--- src/hdl/adc_ctrl_pkg.sv ---
`default_nettype none

package adc_ctrl_pkg;

  // ===========================================================
  // Register addresses on the local bus
  localparam logic [2:0] ADDR_INPUT_SELECT = 3'h0;
  localparam logic [2:0] ADDR_CONTROL_A = 3'h1;
  localparam logic [2:0] ADDR_CONTROL_B = 3'h2;
  localparam logic [2:0] ADDR_RESULT_LOW = 3'h3;
  localparam logic [2:0] ADDR_RESULT_HIGH = 3'h4;

  // ===========================================================
  // Input select register fields
  localparam int REF_HI = 7;
  localparam int REF_LO = 6;
  localparam int JUSTIFY_BIT = 5;
  localparam int CHAN_HI = 3;
  localparam int CHAN_LO = 0;
  localparam logic [7:0] INPUT_SELECT_MASK = 8'hEF;

  // ===========================================================
  // Control/status A fields and control B trigger source fields
  localparam int ENABLE_BIT = 7;
  localparam int START_BIT = 6;
  localparam int AUTO_BIT = 5;
  localparam int DONE_BIT = 4;
  localparam int IRQ_EN_BIT = 3;
  localparam int PRESCALE_HI = 2;
  localparam int PRESCALE_LO = 0;
  localparam int TRIG_HI = 2;
  localparam int TRIG_LO = 0;

  localparam logic [7:0] RESET_VALUE = 8'h00;
  localparam logic [2:0] TRIG_FREE_RUN = 3'h0;

  // ===========================================================
  // Conversion lengths in converter clock cycles
  localparam logic [4:0] FIRST_CONV_CYCLES = 5'h19;
  localparam logic [4:0] NORMAL_CONV_CYCLES = 5'h0D;

  // Prescaler terminal counts, one per division factor
  localparam logic [6:0] DIV2_LIMIT = 7'h01;
  localparam logic [6:0] DIV4_LIMIT = 7'h03;
  localparam logic [6:0] DIV8_LIMIT = 7'h07;
  localparam logic [6:0] DIV16_LIMIT = 7'h0F;
  localparam logic [6:0] DIV32_LIMIT = 7'h1F;
  localparam logic [6:0] DIV64_LIMIT = 7'h3F;
  localparam logic [6:0] DIV128_LIMIT = 7'h7F;

  // Converter sequencer states
  typedef enum logic [1:0] {
    CONV_IDLE,
    CONV_WAIT_EDGE,
    CONV_RUN
  } conv_state_t;

endpackage : adc_ctrl_pkg

`default_nettype wire

--- src/hdl/adc_prescaler.sv ---
`timescale 1ns/1ps
`default_nettype none

// Divides the system clock to the converter clock rate
module adc_prescaler (
  input wire logic clk, // System clock
  input wire logic resetn, // Synchronous reset, active low
  input wire logic run, // Count while high, held cleared otherwise
  input wire logic restart, // Clear the count this cycle
  input wire logic [2:0] select, // Division code
  output logic tick // One-cycle pulse per converter clock
);

  logic [6:0] count_reg;
  logic [6:0] limit;

  // ===========================================================
  // Division limit: codes 0 and 1 both divide by two
  always_comb begin
    unique case (select)
      3'h0, 3'h1: limit = adc_ctrl_pkg::DIV2_LIMIT;
      3'h2: limit = adc_ctrl_pkg::DIV4_LIMIT;
      3'h3: limit = adc_ctrl_pkg::DIV8_LIMIT;
      3'h4: limit = adc_ctrl_pkg::DIV16_LIMIT;
      3'h5: limit = adc_ctrl_pkg::DIV32_LIMIT;
      3'h6: limit = adc_ctrl_pkg::DIV64_LIMIT;
      3'h7: limit = adc_ctrl_pkg::DIV128_LIMIT;
    endcase
  end

  // Free-running counter, cleared while disabled or on restart
  always_ff @(posedge clk) begin
    if (!resetn || !run || restart) begin
      count_reg <= 7'h00;
    end else if (count_reg >= limit) begin
      count_reg <= 7'h00;
    end else begin
      count_reg <= count_reg + 7'h01;
    end
  end

  assign tick = run && !restart && (count_reg >= limit);

endmodule : adc_prescaler

`default_nettype wire

--- src/hdl/adc_conversion_control.sv ---
`timescale 1ns/1ps
`default_nettype none

// Operation
// Result is 10-bit code vin*1024/vref, zero ground, 0x3FF top step.
// Reference field picks pin, supply, reserved, internal; latched per conversion.
// Justify bit left or right aligns result immediately, even mid-conversion.
// Bit 4 of input select ignores writes and reads zero.
// Channel field selects inputs, bandgap, ground; latched per conversion.
// Enable one powers converter; zero powers off and aborts conversion.
// Start bit launches single conversions; free running starts only first.
// First conversion after enabling takes 25 cycles, later ones 13.
// Start reads one while converting, zero after; writing zero ignored.
// Auto trigger starts a conversion on each rising trigger edge.
// Done flag sets when conversion finishes and result is updated.
// Interrupt requested only when flag, enable and global enable set.
// Done flag clears when processor takes the interrupt vector.
// Writing one clears done flag; writing zero leaves it.
// Prescaler divides system clock by 2,2,4,8,16,32,64,128.
// Trigger source field selects free running or one of seven events.
// Reading low result byte blocks updates until high byte read.
// Interrupt enable bit 3 gates request with global enable.
// Analog core is a port taking channel, reference, returning 10 bits.
// Start clears and flag sets in the cycle the result is written.
module adc_conversion_control (
  input wire logic clk, // System clock, 125 MHz
  input wire logic resetn, // Synchronous reset, active low
  input wire logic [2:0] reg_addr, // Register address
  input wire logic [7:0] reg_wdata, // Write data
  input wire logic reg_write, // Write strobe
  input wire logic reg_read, // Read strobe
  output logic [7:0] reg_rdata, // Read data, cycle after strobe
  input wire logic global_irq_enable, // Processor global interrupt enable
  input wire logic irq_vector_taken, // Processor executes the vector
  output logic conversion_irq, // Interrupt request
  input wire logic [6:0] trigger_events, // Trigger sources 1 to 7
  output logic analog_power, // Converter powered
  output logic [3:0] analog_channel, // Channel for the analog core
  output logic [1:0] analog_reference, // Reference for the analog core
  output logic analog_sample, // Pulse: conversion starts
  input wire logic [9:0] analog_value // Core result at conversion end
);

  logic [7:0] input_select_reg;
  logic [7:0] control_status_a_reg;
  logic enable_reg, start_reg, auto_reg, done_reg, irq_en_reg;
  logic [2:0] prescale_select;
  logic [2:0] trigger_source_select;
  logic [3:0] locked_channel_reg;
  logic [1:0] locked_reference_reg;
  logic [9:0] result_reg;
  logic result_block_reg;
  logic first_pending_reg;
  logic first_conv_reg;
  logic [4:0] cycle_count_reg;
  logic [2:0] trig_sync_reg;
  logic trig_prev_reg;
  adc_ctrl_pkg::conv_state_t state_reg;
  logic tick;
  logic enable;
  logic auto_on;
  logic free_run;
  logic trig_level;
  logic trig_rise;
  logic wr_sel;
  logic wr_ctl;
  logic start_write;
  logic conv_end;
  logic [4:0] conv_len;
  logic [15:0] presented;

  // ===========================================================
  // Decode
  assign wr_sel = reg_write && (reg_addr == adc_ctrl_pkg::ADDR_INPUT_SELECT);
  assign wr_ctl = reg_write && (reg_addr == adc_ctrl_pkg::ADDR_CONTROL_A);
  assign control_status_a_reg = {enable_reg, start_reg, auto_reg, done_reg,
      irq_en_reg, prescale_select};
  assign enable = control_status_a_reg[adc_ctrl_pkg::ENABLE_BIT];
  assign auto_on = control_status_a_reg[adc_ctrl_pkg::AUTO_BIT];
  assign free_run = auto_on &&
      (trigger_source_select == adc_ctrl_pkg::TRIG_FREE_RUN);
  assign start_write = wr_ctl && reg_wdata[adc_ctrl_pkg::START_BIT]
      && reg_wdata[adc_ctrl_pkg::ENABLE_BIT];
  assign conv_len = first_conv_reg ? adc_ctrl_pkg::FIRST_CONV_CYCLES
      : adc_ctrl_pkg::NORMAL_CONV_CYCLES;
  assign conv_end = (state_reg == adc_ctrl_pkg::CONV_RUN) && tick
      && (cycle_count_reg == conv_len - 5'h01);

  // ===========================================================
  // Trigger path: three-stage synchroniser, second/third agree
  // source select
  always_comb begin
    if (trigger_source_select == adc_ctrl_pkg::TRIG_FREE_RUN) begin
      trig_level = 1'b0;
    end else begin
      trig_level = trigger_events[trigger_source_select - 3'h1];
    end
  end

  // Synchroniser for the selected event level
  always_ff @(posedge clk) begin
    if (!resetn) begin
      trig_sync_reg <= 3'h0;
    end else begin
      trig_sync_reg <= {trig_sync_reg[1:0], trig_level};
    end
  end

  // Settled level tracker
  always_ff @(posedge clk) begin
    if (!resetn) begin
      trig_prev_reg <= 1'b0;
    end else if (trig_sync_reg[1] == trig_sync_reg[2]) begin
      trig_prev_reg <= trig_sync_reg[2];
    end
  end

  // rising edge
  assign trig_rise = auto_on && enable && !free_run
      && trig_sync_reg[1] && trig_sync_reg[2] && !trig_prev_reg;

  // ===========================================================
  // prescaler, reset on trigger
  adc_prescaler prescaler_inst (
    .clk(clk),
    .resetn(resetn),
    .run(enable),
    .restart(trig_rise),
    .select(prescale_select),
    .tick(tick)
  );

  // ===========================================================
  // Input select register
  always_ff @(posedge clk) begin
    if (!resetn) begin
      input_select_reg <= adc_ctrl_pkg::RESET_VALUE;
    end else if (wr_sel) begin
      // bit four discarded
      input_select_reg <= reg_wdata & adc_ctrl_pkg::INPUT_SELECT_MASK;
    end
  end

  // Trigger source register
  always_ff @(posedge clk) begin
    if (!resetn) begin
      trigger_source_select <= 3'h0;
    end else if (reg_write && (reg_addr == adc_ctrl_pkg::ADDR_CONTROL_B)) begin
      trigger_source_select <=
          reg_wdata[adc_ctrl_pkg::TRIG_HI:adc_ctrl_pkg::TRIG_LO];
    end
  end

  // selection tracks until conversion runs
  always_ff @(posedge clk) begin
    if (!resetn) begin
      locked_channel_reg <= 4'h0;
      locked_reference_reg <= 2'h0;
    end else if (state_reg != adc_ctrl_pkg::CONV_RUN || conv_end) begin
      locked_channel_reg <=
          input_select_reg[adc_ctrl_pkg::CHAN_HI:adc_ctrl_pkg::CHAN_LO];
      locked_reference_reg <=
          input_select_reg[adc_ctrl_pkg::REF_HI:adc_ctrl_pkg::REF_LO];
    end
  end

  // ===========================================================
  // Control/status A plain fields
  always_ff @(posedge clk) begin
    if (!resetn) begin
      enable_reg <= 1'b0;
      auto_reg <= 1'b0;
      irq_en_reg <= 1'b0;
      prescale_select <= 3'h0;
    end else if (wr_ctl) begin
      // enable bit
      enable_reg <= reg_wdata[adc_ctrl_pkg::ENABLE_BIT];
      auto_reg <= reg_wdata[adc_ctrl_pkg::AUTO_BIT];
      irq_en_reg <= reg_wdata[adc_ctrl_pkg::IRQ_EN_BIT];
      prescale_select <=
          reg_wdata[adc_ctrl_pkg::PRESCALE_HI:adc_ctrl_pkg::PRESCALE_LO];
    end
  end

  // start bit: set by write of one, cleared at end
  always_ff @(posedge clk) begin
    if (!resetn) begin
      start_reg <= 1'b0;
    end else if (wr_ctl && !reg_wdata[adc_ctrl_pkg::ENABLE_BIT]) begin
      // abort clears start
      start_reg <= 1'b0;
    end else if (start_write || trig_rise) begin
      // launch
      start_reg <= 1'b1;
    end else if (conv_end && !free_run) begin
      // clears with result write
      start_reg <= 1'b0;
    end
  end

  // done flag, set wins over clear
  always_ff @(posedge clk) begin
    if (!resetn) begin
      done_reg <= 1'b0;
    end else if (conv_end && !result_block_reg) begin
      // set with result write
      done_reg <= 1'b1;
    end else if (irq_vector_taken ||
        (wr_ctl && reg_wdata[adc_ctrl_pkg::DONE_BIT])) begin
      // clear on vector or written one
      done_reg <= 1'b0;
    end
  end

  // ===========================================================
  // first conversion after enable is long
  always_ff @(posedge clk) begin
    if (!resetn) begin
      first_pending_reg <= 1'b0;
    end else if (!enable) begin
      first_pending_reg <= 1'b1;
    end else if (state_reg == adc_ctrl_pkg::CONV_WAIT_EDGE && tick) begin
      first_pending_reg <= 1'b0;
    end
  end

  // Sequencer
  always_ff @(posedge clk) begin
    if (!resetn) begin
      state_reg <= adc_ctrl_pkg::CONV_IDLE;
      cycle_count_reg <= 5'h00;
      first_conv_reg <= 1'b0;
    end else if (!enable) begin
      // abort
      state_reg <= adc_ctrl_pkg::CONV_IDLE;
      cycle_count_reg <= 5'h00;
    end else begin
      unique case (state_reg)
        adc_ctrl_pkg::CONV_IDLE: begin
          if (control_status_a_reg[adc_ctrl_pkg::START_BIT]) begin
            state_reg <= adc_ctrl_pkg::CONV_WAIT_EDGE;
          end
        end
        adc_ctrl_pkg::CONV_WAIT_EDGE: begin
          if (tick) begin
            state_reg <= adc_ctrl_pkg::CONV_RUN;
            cycle_count_reg <= 5'h00;
            first_conv_reg <= first_pending_reg;
          end
        end
        adc_ctrl_pkg::CONV_RUN: begin
          if (conv_end) begin
            cycle_count_reg <= 5'h00;
            // free running restarts at once
            if (free_run) begin
              first_conv_reg <= 1'b0;
            end else begin
              state_reg <= adc_ctrl_pkg::CONV_IDLE;
            end
          end else if (tick) begin
            cycle_count_reg <= cycle_count_reg + 5'h01;
          end
        end
      endcase
    end
  end

  // ===========================================================
  // result capture; R17 block after low byte read
  always_ff @(posedge clk) begin
    if (!resetn) begin
      result_reg <= 10'h000;
    end else if (conv_end && !result_block_reg) begin
      result_reg <= analog_value;
    end
  end

  // low read locks, high read releases
  always_ff @(posedge clk) begin
    if (!resetn) begin
      result_block_reg <= 1'b0;
    end else if (reg_read && reg_addr == adc_ctrl_pkg::ADDR_RESULT_LOW) begin
      result_block_reg <= 1'b1;
    end else if (reg_read && reg_addr == adc_ctrl_pkg::ADDR_RESULT_HIGH) begin
      result_block_reg <= 1'b0;
    end
  end

  // justification applied at read time
  assign presented = input_select_reg[adc_ctrl_pkg::JUSTIFY_BIT]
      ? {result_reg, 6'h00} : {6'h00, result_reg};

  // Read data, one cycle after strobe
  always_ff @(posedge clk) begin
    if (!resetn) begin
      reg_rdata <= 8'h00;
    end else if (reg_read) begin
      unique case (reg_addr)
        adc_ctrl_pkg::ADDR_INPUT_SELECT: reg_rdata <= input_select_reg;
        adc_ctrl_pkg::ADDR_CONTROL_A: reg_rdata <= control_status_a_reg;
        adc_ctrl_pkg::ADDR_CONTROL_B: reg_rdata <= {5'h00,
            trigger_source_select};
        adc_ctrl_pkg::ADDR_RESULT_LOW: reg_rdata <= presented[7:0];
        adc_ctrl_pkg::ADDR_RESULT_HIGH: reg_rdata <= presented[15:8];
        default: reg_rdata <= 8'h00;
      endcase
    end else begin
      reg_rdata <= 8'h00;
    end
  end

  // ===========================================================
  // interrupt request
  assign conversion_irq = control_status_a_reg[adc_ctrl_pkg::DONE_BIT]
      && control_status_a_reg[adc_ctrl_pkg::IRQ_EN_BIT] && global_irq_enable;

  // Analog core drive
  assign analog_power = enable;
  assign analog_channel = locked_channel_reg;
  assign analog_reference = locked_reference_reg;
  // Free running: next conversion starts as the last one ends
  assign analog_sample = ((state_reg == adc_ctrl_pkg::CONV_WAIT_EDGE) && tick)
      || (conv_end && free_run);

endmodule : adc_conversion_control

`default_nettype wire

--- config.mk ---
export PLATFORM = sky130hd
export DESIGN_NAME = adc_conversion_control
export DESIGN_NICKNAME = d
export VERILOG_FILES = /design/src/hdl/adc_ctrl_pkg.sv /design/src/hdl/adc_prescaler.sv /design/src/hdl/adc_conversion_control.sv
export SDC_FILE = /design/constraint.sdc
export NUM_CORES = 1
export LEC_CHECK = 0
export ABC_CLOCK_PERIOD_IN_PS = 4440
export BUFFER_PORTS_ARGS = -buffer_cell sky130_fd_sc_hd__buf_2
export CAP_MARGIN = 20
export CORE_ASPECT_RATIO = 1.5
export CORE_UTILIZATION = 60
export CTS_CLUSTER_SIZE = 8
export DETAILED_ROUTE_END_ITERATION = 12
export PLACE_DENSITY = 0.86
export SETUP_SLACK_MARGIN = 0.4
export SLEW_MARGIN = 20
export SYNTH_ARGS = -nofsm -noshare
export SYNTH_HDL_FRONTEND = slang
export SYNTH_SLANG_ARGS = --single-unit
--- constraint.sdc ---
create_clock -name clk -period 4.44 [get_ports clk]
set_input_delay 0 -clock clk [delete_from_list [all_inputs] [get_ports clk]]
set_output_delay 0 -clock clk [all_outputs]
set_load 0.02 [all_outputs]
==> summary.txt, run 1 <==
measured slew at the worst slew-check pin = 1.106 ns
post-route setup TNS = 0 ns
Crit Path Max Fanout = 11
worst setup path start = state_reg[0]$_SDFFE_PN0P_
Logic pwr share = 0.068
CP startpoint kind = flop
via count = 2944
final hold viol count = 0
Final Cycle Share = 0.5194
DIE HEIGHT = 93.65 um
Avg Cell Area, Syn = 9.080 um^2
CTS Buffer Depth = 2
drt first pass iters = 5
largest net degree at the start of global routing = 44
die area = 5909 um^2
startpoint of the worst hold path = reg_read
cells after synthesis = 370
worst hold slack = 0.01551 ns
Antenna Nets Post-Route = 0
Routed WL per cell = 15.29 um
total wire length = 7799 um
fin. max-slew vios = 0
HPWL Detailed = 5316 um
Worst-Skew Late Latency = 0.35 ns
row cnt = 33
max reg flops = 10
Net count, final = 483
fmax = 433.6 MHz
TritonCTS clock tree = yes
number of vias per cell = 5.773
CP cell instances = inv_1 -> ha_1 -> nand3_1 -> a21oi_4 -> nand2_2 -> nor3_4 -> mux2i_1 -> nor2b_1
Synth Cell Area = 3359 um^2
Clock transition at path regs = 0.08 ns
required time of the critical path = 4.68 ns
core area = 5409 um^2
Sw Share = 0.2462
H-tree depth = 3
initial antenna violation count = 0
Finish-stage setup viols = 0
Slew headroom = 0.2526
# port buffers = 50
RePlAce Congestion = 0.9182
CTS resizes = 0
CP arrival = 2.55 ns
Sw Pwr = 293.2 uW
ys flop type = dfxtp_1
Synth Register Bits = 69
clk sink count = 69
fraction of registers with async set/reset = 0
synth warn = 0
synthesized net count = 418
Post-CTS Setup Bufs = 0
IO Pins = 51
vias in the first global route = 2899
GRT Util Overall = 0.2863
share of layout cells above drive strength 1 = 0.1886
RSZ-0062 raised after global routing = false
minimum clock period = 2.306 ns
area grow syn2layout = 18.58%
Int Pwr = 897.8 uW
Cell Pwr Density = 299.0 nW/um^2
Seq pwr share = 0.529
CTS Root Cell = clkbuf_8
Critical Path End Type = flop
unique cell type count in the Yosys netlist = 57
first-pass GRT wire length = 12930 um
CTS Buf Count = 9
Max stage delay on crit path = 0.57 ns
Reg-to-Reg Start = state_reg[0]$_SDFFE_PN0P_
Initial Util = 0.6211
maximum vdd drop = 341.4 uV
drt initial violations = 158
Post-synth EDFFs = 0
Antenna diodes = 0
max-cap viol count = 0
Clk network pwr share = 0.403
grt ovf = 0
slowest cell on the critical path = nor3_4
kind of critical path = flop to flop
Leak Pwr = 1.589 nW
worst setup skew after layout = 0.005592 ns
sequential area share after synthesis = 0.4112
Remaining DRCs = 0
worst hold-check path type = input port to flop
DIE WIDTH = 63.10 um
outcome = completed
[worst paths after layout]
kind | end | slack, ns | depth (start not counted)
worst max register to register | result_reg[2]$_SDFFE_PN0P_ | 2.13 | 8
worst min-delay path | result_block_reg$_SDFFE_PN0P_ | 0.02 | 4
worst min register to register | trig_sync_reg[1]$_SDFF_PN0_ | 0.44 | 1
worst max-delay path | result_reg[2]$_SDFFE_PN0P_ | 2.13 | 8
[synthesized netlist by cell type (all sizes together), types with 3 or more instances]
cell | instances | area share
nor3 | 8 | 0.019
and2 | 3 | 0.0056
ha | 14 | 0.052
a211oi | 6 | 0.013
xnor2 | 3 | 0.0078
a221oi | 3 | 0.0078
dfxtp | 69 | 0.41
inv | 23 | 0.026
a21oi | 21 | 0.036
or3 | 3 | 0.0056
mux2i | 25 | 0.074
a32oi | 3 | 0.0078
and3 | 6 | 0.012
nor2b | 24 | 0.045
nor2 | 39 | 0.044
mux2 | 4 | 0.013
nand2 | 33 | 0.038
o21ai | 14 | 0.028
xor2 | 3 | 0.0078
nand3 | 7 | 0.012
clkbuf | 10 | 0.011
nand4 | 4 | 0.0074
buf | 4 | 0.013
nand2b | 3 | 0.0056
a21boi | 13 | 0.029
[cells in the final DEF (no fill, tap or decap), drive strengths merged, types with 4 or more instances in the layout]
cell type and instances:
dlygate4sd3 18, inv 23, nor2 39, a21boi 13, mux2i 25, nand2 33, nor2b 24, clkinv 4
nor3 8, nand4 4, and3 6, a21oi 21, clkbuf 11, ha 14, a211oi 6, buf 50
nand3 7, dfxtp 69, o21ai 14, mux2 4
[metal layers]
metal  routed length [um]  part of all wire  GRT usage  vias up
met4                  229             0.029     0.1802        0
li1                     -                 -          -     1421
met5                    0                 0          0        -
met1                 2970              0.38     0.2908     1388
met2                 4262              0.55     0.5358      111
met3                  336             0.043    0.04268       24
[metrics by stage]
| step | utilization | instances | setup slack [ns] | power (mW) | instance area (um^2) |
|---|---|---|---|---|---|
| 2_1_floorplan | - | 370 | 2.566 | 0.6845 | 3359 |
| 3_3_place_gp | 0.6687 | 476 | 2.288 | 0.7091 | 3617 |
| 3_5_place_dp | 0.6687 | 476 | 2.160 | 0.7107 | 3617 |
| 4_1_cts | 0.7365 | 510 | 2.142 | 1.193 | 3984 |
| 5_1_grt | 0.7365 | 510 | 1.947 | 1.227 | 3984 |
| 6_report | 0.7365 | 510 | 2.134 | 1.191 | 3984 |
[logic make-up after synthesis]
kind of cell,after synthesis,synth area share
multiplexers,30,0.09460
buffers and inverters,37,0.04953
flip-flops,69,0.4112
adder cells (fa/ha/maj),14,0.05214
AND/OR/NAND/NOR,139,0.2183
AO/OA/AOI/OAI,75,0.1587
XOR/XNOR,6,0.01565
[repair_timing]
item	CTS	global route
endpoints found under the hold margin	25	0
setup endpoints to repair	0	0
hold buffers	18	0
[worst max-delay path: cells and delay by family (launching register included)]
family / cells / cell delay (ns)
buffers and inverters: 1 / 0.09
multiplexers: 1 / 0.28
adder cells (fa/ha/maj): 1 / 0.39
AND/OR/NAND/NOR: 4 / 0.95
AO/OA/AOI/OAI: 1 / 0.18
flip-flops: 1 / 0.32
[power by group through the flow]
stage               combinational [mW]  clock, mW  sequential [mW]
floorplan                       0.0412          0            0.643
detailed placement              0.0665          0            0.644
global placement                0.0650          0            0.644
finish                          0.0805      0.480            0.630
CTS                             0.0793      0.484            0.630
global route                    0.0876      0.509            0.631
[final cells by class]
class	instances	area, um^2
clock inverters	5	35.03
flip-flops and latches	69	1381
inverters	23	86.33
clock buffers	11	151.4
well taps	70	87.58
repair buffers	68	430.4
multi-input cells	264	1812
fillers	390	1425
Power figures use the tool's default switching activity.
==> run 2: changes to the inputs <==
--- a/config.mk
+++ b/config.mk
@@ -5,14 +5,14 @@
 export SDC_FILE = /design/constraint.sdc
 export NUM_CORES = 1
 export LEC_CHECK = 0
-export ABC_CLOCK_PERIOD_IN_PS = 4440
+export ABC_CLOCK_PERIOD_IN_PS = 2280
 export BUFFER_PORTS_ARGS = -buffer_cell sky130_fd_sc_hd__buf_2
 export CAP_MARGIN = 20
 export CORE_ASPECT_RATIO = 1.5
-export CORE_UTILIZATION = 60
+export CORE_UTILIZATION = 57
 export CTS_CLUSTER_SIZE = 8
 export DETAILED_ROUTE_END_ITERATION = 12
-export PLACE_DENSITY = 0.86
+export PLACE_DENSITY = 0.83
 export SETUP_SLACK_MARGIN = 0.4
 export SLEW_MARGIN = 20
 export SYNTH_ARGS = -nofsm -noshare
==> constraint.sdc (replaced) <==
create_clock -name clk -period 2.28 [get_ports clk]
set_input_delay 0 -clock clk [delete_from_list [all_inputs] [get_ports clk]]
set_output_delay 0 -clock clk [all_outputs]
set_load 0.02 [all_outputs]
==> run 2 against run 1 <==
Wire length is 15% higher. Critical endpoint is now cycle_count_reg[2]$_SDFFE_PN0P_. Utilization is 5.3 points higher. Die area up 5.1%. Critical path type unchanged. Non-clock buffer count grew 17. Clock power grew 130%.
==> summary.txt, run 2 (synthesized netlist as in run 1, its figures left out) <==
HPWL Detailed = 5557 um (+4.6%)
CP arrival = 2.28 ns (-0.27 ns)
drt initial violations = 127 (-20%)
GRT Util Overall = 0.3053 (+0.01898)
worst hold-check path type = input port to flop
Worst-Skew Late Latency = 0.34 ns (about the same)
most common cell after layout, fill and taps aside = dfxtp_1
total wire length = 8982 um (+15%)
Leak Pwr = 1.719 nW (+8.2%)
Antenna diodes = 0 (unchanged)
most frequent cells in the layout = dfxtp_1, buf_2, nor2_1, nand2_1, nor2b_1
number of vias per cell = 5.803 (+0.52%)
Multi-input gate area = 2032 um^2 (+12%)
DIE WIDTH = 64.69 um (+2.5%)
area grow syn2layout = 30.99%
post-route setup TNS = 0 ns (unchanged)
drt first pass iters = 6 (+1)
initial antenna violation count = 0 (unchanged)
grt ovf = 0 (unchanged)
largest net degree at the start of global routing = 43 (-2.3%)
core area = 5574 um^2 (+3.1%)
share of layout cells above drive strength 1 = 0.3042 (+0.1155)
RSZ-0062 raised after global routing = true
Final Cycle Share = 0.8846 (+0.3652)
worst setup skew after layout = 0.01280 ns (+0.007205 ns)
Fillers = 358 (-8.2%)
Cell Pwr Density = 561.8 nW/um^2 (+88%)
outcome = completed
Net count, final = 500 (+3.5%)
clk sink count = 69 (unchanged)
final hold viol count = 0 (unchanged)
Remaining DRCs = 0 (unchanged)
Slew headroom = 0.6435 (+0.3909)
CTS Buf Count = 9 (unchanged)
row cnt = 33 (unchanged)
vias in the first global route = 3085 (+6.4%)
CTS Root Cell = clkbuf_8
via count = 3058 (+3.9%)
kind of critical path = flop to flop
first-pass GRT wire length = 14140 um (+9.3%)
fmax = 495.8 MHz (+14%)
CTS Buffer Depth = 2 (unchanged)
max reg flops = 10 (unchanged)
Finish-stage setup viols = 0 (unchanged)
H-tree depth = 3 (unchanged)
minimum clock period = 2.017 ns (-0.2892 ns)
Routed WL per cell = 17.04 um (+11%)
Antenna Nets Post-Route = 0 (unchanged)
maximum vdd drop = 363.6 uV (+6.5%)
CP startpoint kind = flop
die area = 6211 um^2 (+5.1%)
Clock transition at path regs = 0.08 ns (about the same)
Seq. cell area = 1396 um^2 (+1.1%)
max-cap viol count = 0 (unchanged)
worst hold slack = 0.06914 ns (+0.05363 ns)
TritonCTS clock tree = yes
# port buffers = 50 (unchanged)
Crit Path Max Fanout = 6 (-5)
Critical Path End Type = flop
DIE HEIGHT = 96.03 um (+2.5%)
RePlAce Congestion = 0.9131 (-0.56%)
required time of the critical path = 2.54 ns (-2.14 ns)
Initial Util = 0.6027 (-0.01840)
fin. max-slew vios = 0 (unchanged)
measured slew at the worst slew-check pin = 0.5316 ns (-0.5740 ns)
IO Pins = 51 (unchanged)
-- run 2: cell count changes in the layout (fill, tap and decap cells not counted), moves of 4 or more --
cell / delta
buf_6: +6
a211oi_1: -4
buf_4: +12
dfxtp_2: +9
ha_4: +4
ha_1: -5
dfxtp_1: -10
a211oi_2: +4
-- run 2: final cells by class --
cell class                      count  area share
Timing Repair Buffer               85      0.1325
Multi-Input combinational cell    264      0.4618
Sequential cell                    69      0.3173
Clock inverter                      6     0.01990
Clock buffer                       10     0.02900
Inverter                           23     0.01962
Tap cell                           70     0.01990
-- run 2: timing repair --
item                                   4_1_cts  5_1_grt
setup buffers                                8        2
setup endpoints to repair                   24       34
resized for setup                           35       26
pin swaps                                   13       12
gates cloned                                 1        0
hold buffers                                18        0
endpoints found under the hold margin       25        0
-- run 2: report_power, final --
| group | leakage, nW | switching, mW | internal (mW) |
|---|---|---|---|
| Sequential | 0.562 | 0.0108 | 1.22 |
| Combinational | 1.05 | 0.0822 | 0.0828 |
| Clock | 0.110 | 0.465 | 0.616 |
-- run 2: per-layer routing --
| metal | up-vias | global-route usage | wire length, um |
|---|---|---|---|
| met5 | - | 0 | 0 |
| met4 | 0 | 0.1981 | 303 |
| met3 | 27 | 0.05450 | 394 |
| met2 | 122 | 0.5675 | 4953 |
| met1 | 1451 | 0.3088 | 3331 |
| li1 | 1458 | - | - |
-- run 2: worst paths after layout --
| kind | end | slack [ns] | startpoint | cells after the start |
|---|---|---|---|---|
| max | cycle_count_reg[2]$_SDFFE_PN0P_ | 0.26 | state_reg[0]$_SDFFE_PN0P_ | 7 |
| min | result_block_reg$_SDFFE_PN0P_ | 0.07 | reg_read | 4 |
| max reg2reg | cycle_count_reg[2]$_SDFFE_PN0P_ | 0.26 | state_reg[0]$_SDFFE_PN0P_ | 7 |
| min reg2reg | trig_sync_reg[1]$_SDFF_PN0_ | 0.43 | trig_sync_reg[0]$_SDFF_PP0_ | 1 |
-- run 2: critical path, stage by stage, from the launching register on --
cell	delay (ns)
dfxtp_1	0.35
inv_1	0.09
ha_1	0.43
inv_1	0.28
nor3_1	0.10
a41oi_1	0.27
o31ai_2	0.20
nor3_2	0.23
-- run 2: per-stage QoR --
step,std cells,worst slack (ns),power (mW),util,instance area [um^2]
final,527,0.2631,2.472,0.7895,4400
after global routing,527,0.1861,2.563,0.7895,4400
after CTS,525,0.3363,2.482,0.7690,4287
after detailed placement,482,0.2268,1.389,0.6570,3662
after global placement,482,0.3060,1.384,0.6570,3662
after floorplan,370,0.4060,1.333,-,3359
